$ cat src/logic/ptsq_pkg.sv
// Package: offsets, field positions, reset values and timing constants
package ptsq_pkg;
	// Core clock and timebase derivation
	localparam int unsigned CORE_CLK_HZ = 250_000_000;
	localparam int unsigned TB_FAST_HZ = 5_000_000;
	localparam int unsigned TB_FAST_DIV = CORE_CLK_HZ / TB_FAST_HZ;
	localparam int unsigned TB_FIRST_STEP = 5;
	localparam int unsigned TB_DECADE_STEP = 10;
	localparam int unsigned TB_COUNT = 6;
	// Register word offsets
	localparam logic [7:0] OFS_CMD1 = 8'h00;
	localparam logic [7:0] OFS_STATUS = 8'h01;
	localparam logic [7:0] OFS_MEM_CLEAR = 8'h02;
	localparam logic [7:0] OFS_MEM_ENTRY = 8'h03;
	localparam logic [7:0] OFS_MEM_FIRST = 8'h04;
	localparam logic [7:0] OFS_SW_START = 8'h05;
	localparam logic [7:0] OFS_SI_MODE = 8'h06;
	localparam logic [7:0] OFS_SI_RELOAD = 8'h07;
	localparam logic [7:0] OFS_SC_MODE = 8'h08;
	localparam logic [7:0] OFS_SC_RELOAD = 8'h09;
	localparam logic [7:0] OFS_CNT_LOW = 8'h0A;
	localparam logic [7:0] OFS_CNT_HIGH = 8'h0B;
	// Command register 1 field positions
	localparam int unsigned CMD_DAQ_EN = 0;
	localparam int unsigned CMD_SCAN_EN = 1;
	localparam int unsigned CMD_SCAN_IVL_EN = 2;
	localparam int unsigned CMD_WIDE_COUNT = 3;
	localparam int unsigned CMD_PER_ENTRY_DIV = 4;
	localparam int unsigned CMD_WIDTH = 5;
	// Scan memory entry: channel/gain in low byte, end flag above it
	localparam int unsigned ENTRY_CG_W = 8;
	localparam int unsigned ENTRY_END_BIT = 8;
	// Counter mode words
	localparam logic [15:0] MODE_TB_5M = 16'h8225;
	localparam logic [15:0] MODE_TB_1M = 16'h8B25;
	localparam logic [15:0] MODE_TB_100K = 16'h8C25;
	localparam logic [15:0] MODE_TB_10K = 16'h8D25;
	localparam logic [15:0] MODE_TB_1K = 16'h8E25;
	localparam logic [15:0] MODE_TB_100 = 16'h8F25;
	localparam logic [15:0] MODE_SRC_FIVE = 16'h8525;
	// Reset values
	localparam logic [15:0] RST_WORD = 16'h0000;
	localparam logic [16:0] CNT_FULL = 17'h10000;
endpackage

$ cat src/logic/ptsq_interval_counter.sv
// Reloading interval counter: one pulse every N timebase ticks
`timescale 1ns/100ps
`default_nettype none
module ptsq_interval_counter (
	// Clock and reset
	input wire logic i_core_clk,
	input wire logic i_rst,
	// Control
	input wire logic i_start,
	input wire logic i_run,
	input wire logic i_tick,
	input wire logic [15:0] i_reload,
	// Terminal pulse
	output logic o_pulse
);
	logic [16:0] cnt_r;
	logic [16:0] reload_eff;

	// A reload of zero stands for the full 65,536-count interval
	assign reload_eff = (i_reload == 16'h0000) ? ptsq_pkg::CNT_FULL :
		{1'b0, i_reload};

	// Count down, reload and pulse at the end of each interval
	always_ff @(posedge i_core_clk or posedge i_rst) begin
		if (i_rst) begin
			cnt_r <= ptsq_pkg::CNT_FULL;
			o_pulse <= 1'b0;
		end else begin
			o_pulse <= 1'b0;
			if (i_start) begin
				cnt_r <= reload_eff;
			end else if (i_run && i_tick) begin
				if (cnt_r <= 17'h00001) begin
					cnt_r <= reload_eff;
					o_pulse <= 1'b1;
				end else begin
					cnt_r <= cnt_r - 17'h00001;
				end
			end
		end
	end
endmodule // ptsq_interval_counter
`default_nettype wire

$ cat src/logic/ptsq_sequencer.sv
// Pretrigger scanned acquisition sequencer with register port
// What this block does
// - Sample-interval counter gives one low conversion pulse every N timebase counts.
// - Mode word picks 5 MHz down to 100 Hz timebase or source five edges.
// - Armed interval counter stays quiet until a trigger, then pulses each interval.
// - Sample counter tallies conversions and stops the interval counter at its end.
// - Wide-count select: clear for counter four alone, set for chaining.
// - In 16-bit mode acquisition stops when counter four reaches zero.
// - Chained: five steps when four hits zero; end needs both zero and last entry.
// - Counting starts only at the second trigger; earlier samples are pretrigger.
// - Scan-interval counter pulses every N timebase counts to space scan sequences.
// - After a sequence ends, the next waits for the scan-interval terminal count.
// - Scan memory advances per conversion, or on low first-counter pulse if divided.
//
// Chosen here: the address map and strobed register access.
`timescale 1ns/100ps
`default_nettype none
module ptsq_sequencer #(
	parameter int unsigned DEPTH = 16,
	parameter int unsigned AW = 4
) (
	// Clock and reset
	input wire logic i_core_clk,
	input wire logic i_rst,
	// Register port
	input wire logic [7:0] i_addr,
	input wire logic [15:0] i_wdata,
	input wire logic i_wr,
	input wire logic i_rd,
	output logic [15:0] o_rdata,
	// Trigger and timebase pins
	input wire logic i_external_trigger_n,
	input wire logic i_external_source_five,
	input wire logic i_first_counter_out_n,
	// Converter side
	output logic o_convert_n,
	output logic [7:0] o_channel_gain,
	output logic o_sequence_end_flag,
	// Acquisition state
	output logic o_acq_running,
	output logic o_counting,
	output logic o_done
);
	localparam int unsigned TBW = 8;

	logic [ptsq_pkg::CMD_WIDTH-1:0] cmd_r;
	logic [15:0] si_mode_r, si_reload_r, sc_mode_r, sc_reload_r;
	logic [15:0] cnt_low_r, cnt_high_r;
	logic [ptsq_pkg::ENTRY_END_BIT:0] mem_r [DEPTH];
	logic [AW:0] wcnt_r;
	logic [AW-1:0] rptr_r, last_idx;
	logic [TBW-1:0] tb_div_r [ptsq_pkg::TB_COUNT];
	logic [ptsq_pkg::TB_COUNT-1:0] tb_tick_r;
	logic trig_q_r, src5_q_r, out1_q_r;
	logic running_r, counting_r, final_r, wait_scan_r;
	logic [1:0] trig_cnt_r;
	logic [16:0] c4_r;
	logic [15:0] c5_r;
	logic trig, acq_start, si_tick, sc_tick, si_pulse, sc_pulse;
	logic conv_fire, counted, at_last, advance, src5_rise, sw_start;

	// Timebase select from a mode word; unknown words give no ticks
	function automatic logic tb_sel(input logic [15:0] mode,
		input logic [ptsq_pkg::TB_COUNT-1:0] t, input logic s5);
		case (mode)
			ptsq_pkg::MODE_TB_5M: tb_sel = t[0];
			ptsq_pkg::MODE_TB_1M: tb_sel = t[1];
			ptsq_pkg::MODE_TB_100K: tb_sel = t[2];
			ptsq_pkg::MODE_TB_10K: tb_sel = t[3];
			ptsq_pkg::MODE_TB_1K: tb_sel = t[4];
			ptsq_pkg::MODE_TB_100: tb_sel = t[5];
			ptsq_pkg::MODE_SRC_FIVE: tb_sel = s5;
			default: tb_sel = 1'b0;
		endcase
	endfunction

	// Register writes; strobe registers act and store nothing
	always_ff @(posedge i_core_clk or posedge i_rst) begin
		if (i_rst) begin
			cmd_r <= '0;
			si_mode_r <= ptsq_pkg::RST_WORD;
			si_reload_r <= ptsq_pkg::RST_WORD;
			sc_mode_r <= ptsq_pkg::RST_WORD;
			sc_reload_r <= ptsq_pkg::RST_WORD;
			cnt_low_r <= ptsq_pkg::RST_WORD;
			cnt_high_r <= ptsq_pkg::RST_WORD;
		end else if (i_wr) begin
			case (i_addr)
				ptsq_pkg::OFS_CMD1: cmd_r <= i_wdata[ptsq_pkg::CMD_WIDTH-1:0];
				ptsq_pkg::OFS_SI_MODE: si_mode_r <= i_wdata;
				ptsq_pkg::OFS_SI_RELOAD: si_reload_r <= i_wdata;
				ptsq_pkg::OFS_SC_MODE: sc_mode_r <= i_wdata;
				ptsq_pkg::OFS_SC_RELOAD: sc_reload_r <= i_wdata;
				ptsq_pkg::OFS_CNT_LOW: cnt_low_r <= i_wdata;
				ptsq_pkg::OFS_CNT_HIGH: cnt_high_r <= i_wdata;
				default: ;
			endcase
		end
	end

	// Registered read data, valid in the cycle after the strobe
	always_ff @(posedge i_core_clk or posedge i_rst) begin
		if (i_rst) begin
			o_rdata <= ptsq_pkg::RST_WORD;
		end else if (i_rd) begin
			case (i_addr)
				ptsq_pkg::OFS_CMD1: o_rdata <= {11'h000, cmd_r};
				ptsq_pkg::OFS_STATUS: o_rdata <= {10'h000, wait_scan_r,
					final_r, trig_cnt_r, counting_r, running_r};
				ptsq_pkg::OFS_SI_MODE: o_rdata <= si_mode_r;
				ptsq_pkg::OFS_SI_RELOAD: o_rdata <= si_reload_r;
				ptsq_pkg::OFS_SC_MODE: o_rdata <= sc_mode_r;
				ptsq_pkg::OFS_SC_RELOAD: o_rdata <= sc_reload_r;
				ptsq_pkg::OFS_CNT_LOW: o_rdata <= c4_r[15:0];
				ptsq_pkg::OFS_CNT_HIGH: o_rdata <= c5_r;
				default: o_rdata <= ptsq_pkg::RST_WORD;
			endcase
		end else begin
			o_rdata <= ptsq_pkg::RST_WORD;
		end
	end

	// Timebase ladder: 5 MHz from the core clock, then /5 and decades
	always_ff @(posedge i_core_clk or posedge i_rst) begin
		if (i_rst) begin
			for (int i = 0; i < ptsq_pkg::TB_COUNT; i++) begin
				tb_div_r[i] <= '0;
			end
			tb_tick_r <= '0;
		end else begin
			for (int i = 0; i < ptsq_pkg::TB_COUNT; i++) begin
				if (i == 0 || tb_tick_r[i == 0 ? 0 : i - 1]) begin
					if (tb_div_r[i] == TBW'(i == 0 ? ptsq_pkg::TB_FAST_DIV - 1 :
						i == 1 ? ptsq_pkg::TB_FIRST_STEP - 1 :
						ptsq_pkg::TB_DECADE_STEP - 1)) begin
						tb_div_r[i] <= '0;
						tb_tick_r[i] <= 1'b1;
					end else begin
						tb_div_r[i] <= tb_div_r[i] + TBW'(1);
						tb_tick_r[i] <= 1'b0;
					end
				end else begin
					tb_tick_r[i] <= 1'b0;
				end
			end
		end
	end

	// Previous pin samples for edge detection
	always_ff @(posedge i_core_clk or posedge i_rst) begin
		if (i_rst) begin
			trig_q_r <= 1'b1;
			src5_q_r <= 1'b0;
			out1_q_r <= 1'b1;
		end else begin
			trig_q_r <= i_external_trigger_n;
			src5_q_r <= i_external_source_five;
			out1_q_r <= i_first_counter_out_n;
		end
	end

	assign src5_rise = i_external_source_five & ~src5_q_r;
	assign si_tick = tb_sel(si_mode_r, tb_tick_r, src5_rise);
	assign sc_tick = tb_sel(sc_mode_r, tb_tick_r, src5_rise);
	assign sw_start = i_wr && (i_addr == ptsq_pkg::OFS_SW_START);
	// A held-low trigger pin counts once, at its falling edge
	assign trig = cmd_r[ptsq_pkg::CMD_DAQ_EN] &&
		((trig_q_r && !i_external_trigger_n) || sw_start);
	assign acq_start = trig && !running_r;
	assign conv_fire = si_pulse && running_r && !wait_scan_r;
	assign counted = conv_fire && counting_r;
	assign last_idx = (wcnt_r == '0) ? '0 : AW'(wcnt_r - (AW+1)'(1));
	assign at_last = (rptr_r == last_idx);

	// Sample-interval counter runs only between first trigger and the end
	ptsq_interval_counter u_sample_ivl (
		.i_core_clk(i_core_clk),
		.i_rst(i_rst),
		.i_start(acq_start),
		.i_run(running_r),
		.i_tick(si_tick),
		.i_reload(si_reload_r),
		.o_pulse(si_pulse)
	);

	// Scan-interval counter starts with the first scan sequence
	ptsq_interval_counter u_scan_ivl (
		.i_core_clk(i_core_clk),
		.i_rst(i_rst),
		.i_start(acq_start),
		.i_run(running_r),
		.i_tick(sc_tick),
		.i_reload(sc_reload_r),
		.o_pulse(sc_pulse)
	);

	// Trigger sequencing and sample counting
	always_ff @(posedge i_core_clk or posedge i_rst) begin
		if (i_rst) begin
			running_r <= 1'b0;
			counting_r <= 1'b0;
			final_r <= 1'b0;
			trig_cnt_r <= 2'h0;
			c4_r <= ptsq_pkg::CNT_FULL;
			c5_r <= ptsq_pkg::RST_WORD;
			o_done <= 1'b0;
		end else begin
			o_done <= 1'b0;
			if (acq_start) begin
				running_r <= 1'b1;
				trig_cnt_r <= 2'h1;
				c4_r <= (cnt_low_r == 16'h0000 &&
					!cmd_r[ptsq_pkg::CMD_WIDE_COUNT]) ?
					ptsq_pkg::CNT_FULL : {1'b0, cnt_low_r};
				c5_r <= cnt_high_r;
			end else if (trig && !counting_r) begin
				counting_r <= 1'b1;
				trig_cnt_r <= 2'h2;
			end else if (counted) begin
				if (!cmd_r[ptsq_pkg::CMD_WIDE_COUNT]) begin
					c4_r <= c4_r - 17'h00001;
					if (c4_r == 17'h00001) begin
						running_r <= 1'b0;
						counting_r <= 1'b0;
						trig_cnt_r <= 2'h0;
						o_done <= 1'b1;
					end
				end else if (final_r && at_last) begin
					running_r <= 1'b0;
					counting_r <= 1'b0;
					final_r <= 1'b0;
					trig_cnt_r <= 2'h0;
					o_done <= 1'b1;
				end else if (!final_r) begin
					// Counter four wraps through zero to FFFF
					c4_r <= {1'b0, c4_r[15:0] - 16'h0001};
					if (c4_r[15:0] == 16'h0001) begin
						c5_r <= c5_r - 16'h0001;
						if (c5_r <= 16'h0001) begin
							final_r <= 1'b1;
						end
					end
				end
			end
		end
	end

	// Hold off after a sequence end until the scan interval expires
	always_ff @(posedge i_core_clk or posedge i_rst) begin
		if (i_rst) begin
			wait_scan_r <= 1'b0;
		end else if (!running_r) begin
			wait_scan_r <= 1'b0;
		end else if (conv_fire && cmd_r[ptsq_pkg::CMD_SCAN_IVL_EN] &&
			(mem_r[rptr_r][ptsq_pkg::ENTRY_END_BIT] || at_last)) begin
			wait_scan_r <= 1'b1;
		end else if (sc_pulse) begin
			wait_scan_r <= 1'b0;
		end
	end

	// Entry advance source depends on the per-entry divide option
	assign advance = cmd_r[ptsq_pkg::CMD_SCAN_EN] &&
		(cmd_r[ptsq_pkg::CMD_PER_ENTRY_DIV] ?
		(out1_q_r && !i_first_counter_out_n) : conv_fire);

	// Scan memory: clear, sequential load, first-entry select, stepping
	always_ff @(posedge i_core_clk or posedge i_rst) begin
		if (i_rst) begin
			wcnt_r <= '0;
			rptr_r <= '0;
		end else if (i_wr && i_addr == ptsq_pkg::OFS_MEM_CLEAR) begin
			wcnt_r <= '0;
			rptr_r <= '0;
		end else if (i_wr && i_addr == ptsq_pkg::OFS_MEM_ENTRY) begin
			// Entries past the memory depth are dropped
			if (wcnt_r < (AW+1)'(DEPTH)) begin
				wcnt_r <= wcnt_r + (AW+1)'(1);
			end
		end else if (i_wr && i_addr == ptsq_pkg::OFS_MEM_FIRST) begin
			rptr_r <= '0;
		end else if (o_done) begin
			rptr_r <= '0;
		end else if (advance) begin
			rptr_r <= at_last ? '0 : rptr_r + AW'(1);
		end
	end

	// Entry storage keeps the end flag beside the channel/gain code
	always_ff @(posedge i_core_clk) begin
		if (i_wr && i_addr == ptsq_pkg::OFS_MEM_ENTRY &&
			wcnt_r < (AW+1)'(DEPTH)) begin
			mem_r[AW'(wcnt_r)] <= i_wdata[ptsq_pkg::ENTRY_END_BIT:0];
		end
	end

	// Converter outputs from flip-flops
	always_ff @(posedge i_core_clk or posedge i_rst) begin
		if (i_rst) begin
			o_convert_n <= 1'b1;
			o_channel_gain <= 8'h00;
			o_sequence_end_flag <= 1'b0;
		end else begin
			o_convert_n <= !conv_fire;
			o_channel_gain <= (wcnt_r == '0) ? 8'h00 :
				mem_r[rptr_r][ptsq_pkg::ENTRY_CG_W-1:0];
			o_sequence_end_flag <= (wcnt_r == '0) ? 1'b0 :
				mem_r[rptr_r][ptsq_pkg::ENTRY_END_BIT];
		end
	end

	assign o_acq_running = running_r;
	assign o_counting = counting_r;
endmodule // ptsq_sequencer
`default_nettype wire

$ cat config.mk
export PLATFORM = sky130hd
export DESIGN_NAME = ptsq_sequencer
export DESIGN_NICKNAME = d
export VERILOG_FILES = /design/src/logic/ptsq_pkg.sv /design/src/logic/ptsq_interval_counter.sv /design/src/logic/ptsq_sequencer.sv
export SDC_FILE = /design/constraint.sdc
export NUM_CORES = 1
export LEC_CHECK = 0
export CAP_MARGIN = 15
export CORE_MARGIN = 4
export CORE_UTILIZATION = 45
export DETAILED_ROUTE_END_ITERATION = 7
export DONT_BUFFER_PORTS = 1
export GPL_ROUTABILITY_DRIVEN = 0
export HOLD_SLACK_MARGIN = 0.02
export SYNTH_ARGS = -nofsm -noshare
export SYNTH_HDL_FRONTEND = slang
export SYNTH_SLANG_ARGS = --single-unit
$ cat constraint.sdc
create_clock -name i_core_clk -period 16.35 [get_ports i_core_clk]
set_input_delay 1.635 -clock i_core_clk [delete_from_list [all_inputs] [get_ports i_core_clk]]
set_output_delay 1.635 -clock i_core_clk [all_outputs]
set_load 0.01 [all_outputs]
==> impl_metrics.tcl, run 1 <==
set metrics [dict create \
    crit_fanout 9 \
    clk-insertion-delay-late_ps 580 \
    yosys-top-cells-area "dfrtp_1 (35%), edfxtp_1 (23%), mux2_2 (6.2%)" \
    setup_violations 0 \
    p_seq_share_pct 51.2 \
    synth_area_per_cell_um2 12.6 \
    synth_top_area_share_pct 35.0 \
    drive_gt1_share_pct 17.5 \
    leakagePower_nw 8.11 \
    setup.worst_path.start_class "primary input" \
    placed_cells 1973 \
    synth_cell_types 82 \
    synth_common_cells "dfrtp_1 (263), edfxtp_1 (144), nor2_1 (112)" \
    end_kind "flip-flop" \
    clock_skew_ps 25.9 \
    start_util_pct 45.8 \
    ys_ff_latch 413 \
    p_switching_mw 0.564 \
    gr-usage-all-layers_pct 21.8 \
    final_cell_area_um2 20800 \
    path_cells "nor4_4 > nand3_1 > nor3_1 > nand2_1 > nor2_1" \
    finalPower_mw 2.32 \
    ys_seq_area_share_pct 58.8 \
    dieArea_um2 45100 \
    grt_overflow 0 \
    max_stage_delay_ps 710 \
    synthesis.nets 1551 \
    avgRoutedWirePerCell_um 23.8 \
    slew_violations 0 \
    peakVddDrop_uv 97.2 \
    combPwrFrac_pct 5.7 \
    fillCellCount 3634 \
    cts_made_buffers 44 \
    rsz0062_at_grt "no" \
    antenna_cells 0 \
    antenna_found_initial 3 \
    sw_frac_of_total_pct 24.3 \
    syn_area_um2 18800 \
    path_class "in2reg" \
    critPathBufInv 0 \
    hold_buffers 0 \
    yosysMostFrequentCell "dfrtp_1" \
    drv_cap 0 \
    min_path_type "reg2reg" \
    dpl.hpwl_um 32400 \
    grt_pass1_wl_um 75200 \
    tns_ps 0 \
    pwr-share-clk_pct 43.1 \
    cts_root_buf "clkbuf_16" \
    tightestPinTransition_ps 1210 \
    ant_nets 0 \
    p_per_area_nw_per_um2 112 \
    timing.final.hold_violations 0 \
    arrival_ps 4250 \
    port_buffers 0 \
    drtPass1Iterations 8 \
    finalCritPeriodShare_pct 24.7 \
    fmax_mhz 247 \
    die_h_um 212 \
    p_int_mw 1.76 \
    die_x_um 212 \
    cts_setup_buffers 0 \
    cts_tree "built" \
    grt_pass1_vias 12300 \
    synth_edf_count 144 \
    stdcell_count 2056 \
    period_minus_slack_ps 4050 \
    run_status "finished, final reports clean" \
    clk_pin_slew_ps 60 \
    htreeDepth 2 \
    synth.yosys.warnings 0 \
    postCtsResizedCells 0 \
    totalWireLength_um 49000 \
    critPathTopFamily "simple AND/OR/NAND/NOR gates" \
    area_delta_synth_final_pct 10.4 \
    relSlewSlack_pct 18.6 \
    postPlaceCellArea_um2 19300 \
    yosys.area.top_type "dfrtp_1" \
    cts_buffer_depth 3 \
    viasPerCell 6.10 \
    clock_sinks 413 \
    syn_inst 1494 \
    cp_data_required_time_ps 16550 \
    num_io_pins 60 \
    num_vias 12500 \
    core_um2 41100 \
    std_cell_rows 74 \
    slowest_stage "nor3_1" \
    dr.first_iter.drc_count 1243 \
    synth_flop_cell "dfrtp_1" \
    async_flop_share_pct 65.1 \
    drc 0 \
    nNetsFinal 1545 \
    grt_max_degree 140 \
]
==> sequential cells by signal, indices dropped and copies added, names as in the netlist, 17 cells and up <==
name	count
mem_r	144
tb_div_r	48
c4_r	17
u_sample_ivl.cnt_r	17
u_scan_ivl.cnt_r	17
==> power by group through the flow <==
stage | clock (mW) | sequential, mW | combinational (mW)
after floorplan | 0 | 1.18 | 0.113
after global placement | 0 | 1.21 | 0.130
after detailed placement | 0 | 1.21 | 0.133
after CTS | 1.02 | 1.19 | 0.134
after global routing | 1.07 | 1.19 | 0.151
final | 0.999 | 1.19 | 0.133
==> cells by family (layout without fill, tap and decap cells) <==
family / count (synthesis) / count (layout) / synth area share (%)
AOI/OAI and AO/OA: 276 / 276 / 9.76
xor gates and xnor gates: 56 / 56 / 2.61
adders and majority gates: 26 / 26 / 1.73
buffers and inverters: 101 / 131 / 2.13
DFF: 413 / 413 / 58.8
muxes: 155 / 155 / 12.0
and+or+nand+nor: 467 / 467 / 13.0
==> worst paths after layout <==
path | from | to | slack [ps] | depth (start not counted)
worst max-delay path | i_addr[5] | mem_r[7][3] | 12300 | 5
worst min-delay path | u_scan_ivl.o_pulse | wait_scan_r | 460 | 1
worst max register to register | u_scan_ivl.cnt_r[5] | u_scan_ivl.cnt_r[8] | 13220 | 6
worst min register to register | u_scan_ivl.o_pulse | wait_scan_r | 460 | 1
max in group asynchronous | i_rst | u_sample_ivl.cnt_r[11] | 13990 | 2
min in group asynchronous | i_rst | tb_div_r[13] | 1070 | 1
==> layer usage <==
metal,wire [um],track usage [%]
met1,21300,30.8
met5,13,0
met2,22300,33.4
met3,3870,5.96
met4,1540,6.75
==> worst register-to-register path, delay by kind of cell (launching register included) <==
kind	cells	cell delay [ps]
AND/OR/NAND/NOR	3	1500
AO/OA/AOI/OAI	3	1140
flip-flops	1	450
==> placed cells by master (no fill, tap or decap), types with 13 or more instances in the layout <==
cell / count
dfrtp_1: 262
edfxtp_1: 144
nor2_1: 111
nand2_1: 107
mux2_2: 104
o21ai_0: 67
a21oi_1: 61
nor3_1: 46
mux4_2: 46
clkbuf_16: 45
xnor2_1: 37
inv_1: 34
nor4_1: 33
nand3_1: 27
ha_1: 26
a22oi_1: 22
xor2_1: 19
nand4_1: 17
nor2b_1: 16
or3_1: 15
a31oi_1: 15
nand2b_1: 14
o22ai_1: 14
and3_1: 13
==> metrics by stage <==
step | utilization [%] | hold slack [ps] | worst slack, ps
floorplan | - | 403 | 7310
global placement | 47.1 | 459 | 11580
CTS | 50.5 | 477 | 12170
finish | 50.5 | 462 | 12300
global route | 50.5 | 478 | 12080
detailed placement | 47.1 | 458 | 11570
==> area by class of cell <==
cell class	instances	area (um^2)	area share [%]
clock buffers	61	1240	5.95
clock inverters	21	194	0.933
inverters	35	139	0.668
multi-input cells	980	7360	35.4
flip-flops and latches	413	11100	53.2
well taps	532	666	3.20
repair buffers	14	118	0.566
(Power assumes the default switching activity.)
==> run 2, diff against run 1 <==
==> constraint.sdc (replaced) <==
create_clock -name i_core_clk -period 3.8 [get_ports i_core_clk]
set_input_delay 0.38 -clock i_core_clk [delete_from_list [all_inputs] [get_ports i_core_clk]]
set_output_delay 0.38 -clock i_core_clk [all_outputs]
set_load 0.01 [all_outputs]
==> impl_metrics.tcl, run 2 (same netlist as run 1, synthesis figures left out) <==
set metrics [dict create \
    crit_fanout 29 \
    htreeDepth 2 \
    grt_pass1_wl_um 77100 \
    arrival_ps 3410 \
    rsz0062_at_grt "no" \
    area_delta_synth_final_pct 14.0 \
    min_path_type "in2reg" \
    run_status "finished, final reports clean" \
    setup.worst_path.start_class "flip-flop" \
    clk-insertion-delay-late_ps 570 \
    std_cell_rows 74 \
    die_x_um 212 \
    num_io_pins 60 \
    critPathTopFamily "simple AND/OR/NAND/NOR gates" \
    placed_cells 2004 \
    setup_violations 0 \
    antenna_found_initial 4 \
    ant_nets 0 \
    dpl.hpwl_um 33500 \
    final_cell_area_um2 21400 \
    postPlaceCellArea_um2 19600 \
    layout_commonest_cell "dfrtp_1" \
    core_um2 41100 \
    fmax_mhz 331 \
    layout_common_cells "dfrtp_1 (262), edfxtp_1 (144), nor2_1 (111)" \
    cts_setup_buffers 0 \
    path_class "reg2reg" \
    period_minus_slack_ps 3020 \
    finalCritPeriodShare_pct 79.4 \
    clk_pin_slew_ps 60 \
    drtPass1Iterations 7 \
    pre_cts_slack_ps 788 \
    largest_reg_flops 144 \
    grt_pass1_vias 12400 \
    clock_skew_ps 18.5 \
    nNetsFinal 1596 \
    slowest_stage "o22ai_4" \
    cts_buffer_depth 3 \
    leakagePower_nw 8.47 \
    regMostFlops "mem_r" \
    dr.first_iter.drc_count 1457 \
    grt_overflow 0 \
    peakVddDrop_uv 347 \
    grt_max_degree 78 \
    drive_gt1_share_pct 19.7 \
    start_util_pct 45.8 \
    port_buffers 0 \
    regToRegSetupSlack_ps 780 \
    relSlewSlack_pct 14.9 \
    slew_violations 0 \
    max_stage_delay_ps 640 \
    cts_made_buffers 45 \
    die_h_um 212 \
    path_cells "or4_1 > or4_1 > o22ai_4 > buf_4 > nor2_1 > o21ai_0 > o21ai_0" \
    postCtsResizedCells 0 \
    cp_data_required_time_ps 4190 \
    fin_ws_ps 782 \
    stdcell_count 2113 \
    gr-usage-all-layers_pct 22.4 \
    critPathBufInv 1 \
    whs_ps 55.3 \
    clock_sinks 413 \
    num_vias 12800 \
    tightestPinTransition_ps 1270 \
    drv_cap 0 \
    cts_tree "built" \
    largestRegisters "mem_r: 144 flops, tb_div_r: 48 flops" \
    avgRoutedWirePerCell_um 23.9 \
    totalWireLength_um 50400 \
    timing.final.hold_violations 0 \
    viasPerCell 6.07 \
    p_per_area_nw_per_um2 481 \
    tns_ps 0 \
    drc 0 \
    dieArea_um2 45100 \
    end_kind "flip-flop" \
    cts_root_buf "clkbuf_16" \
]
[run 2: report_power, final]
group	total, mW	internal [mW]	switching, mW
Clock	4.52	2.73	1.79
Combinational	0.690	0.293	0.398
Sequential	5.11	4.81	0.293
Total	10.3	7.84	2.48
[run 2: metal layers]
layer / track usage (%) / vias up / part of all wire [%]
met3: 4.56 / 98 / 7.6
met5: 0 / - / 0.042
li1: - / 5744 / -
met1: 32.7 / 6500 / 44
met4: 6.51 / 4 / 2.7
met2: 34.4 / 477 / 46
[run 2: final timing paths]
| kind | start | endpoint | cells after the start |
|---|---|---|---|
| worst min-delay path | i_addr[2] | o_rdata[1] | 3 |
| max in group asynchronous | i_rst | trig_q_r | 3 |
| worst max-delay path | u_scan_ivl.cnt_r[5] | u_scan_ivl.cnt_r[12] | 7 |
| worst max register to register | u_scan_ivl.cnt_r[5] | u_scan_ivl.cnt_r[12] | 7 |
| worst min register to register | tb_div_r[47] | tb_div_r[47] | 1 |
| min in group asynchronous | i_rst | tb_div_r[22] | 2 |
[run 2: per-stage QoR]
| step | power [mW] | util, % |
|---|---|---|
| detailed placement | 5.78 | 47.7 |
| global route | 10.7 | 52.1 |
| CTS | 10.4 | 52.1 |
| global placement | 5.76 | 47.7 |
| finish | 10.3 | 52.2 |
| floorplan | 5.55 | - |
[run 2: area by class of cell]
type / instances / area (um^2)
clock buffers: 65 / 1340
fillers: 3518 / 19700
multi-input cells: 980 / 7360
flip-flops and latches: 413 / 11100
inverters: 35 / 135
well taps: 532 / 666
clock inverters: 19 / 225
diodes: 5 / 12.5
repair buffers: 64 / 641
[run 2: worst register-to-register path, stage by stage, from the launching register on]
cell and delay, ps:
dfrtp_1 430, or4_1 600, or4_1 610, o22ai_4 650
buf_4 280, nor2_1 50, o21ai_0 130, o21ai_0 110
[run 2: timing repair]
item | CTS | global route
hold buffers | 20 | 0
hold endpoints to repair | 281 | 0
setup endpoints to repair | 0 | 0
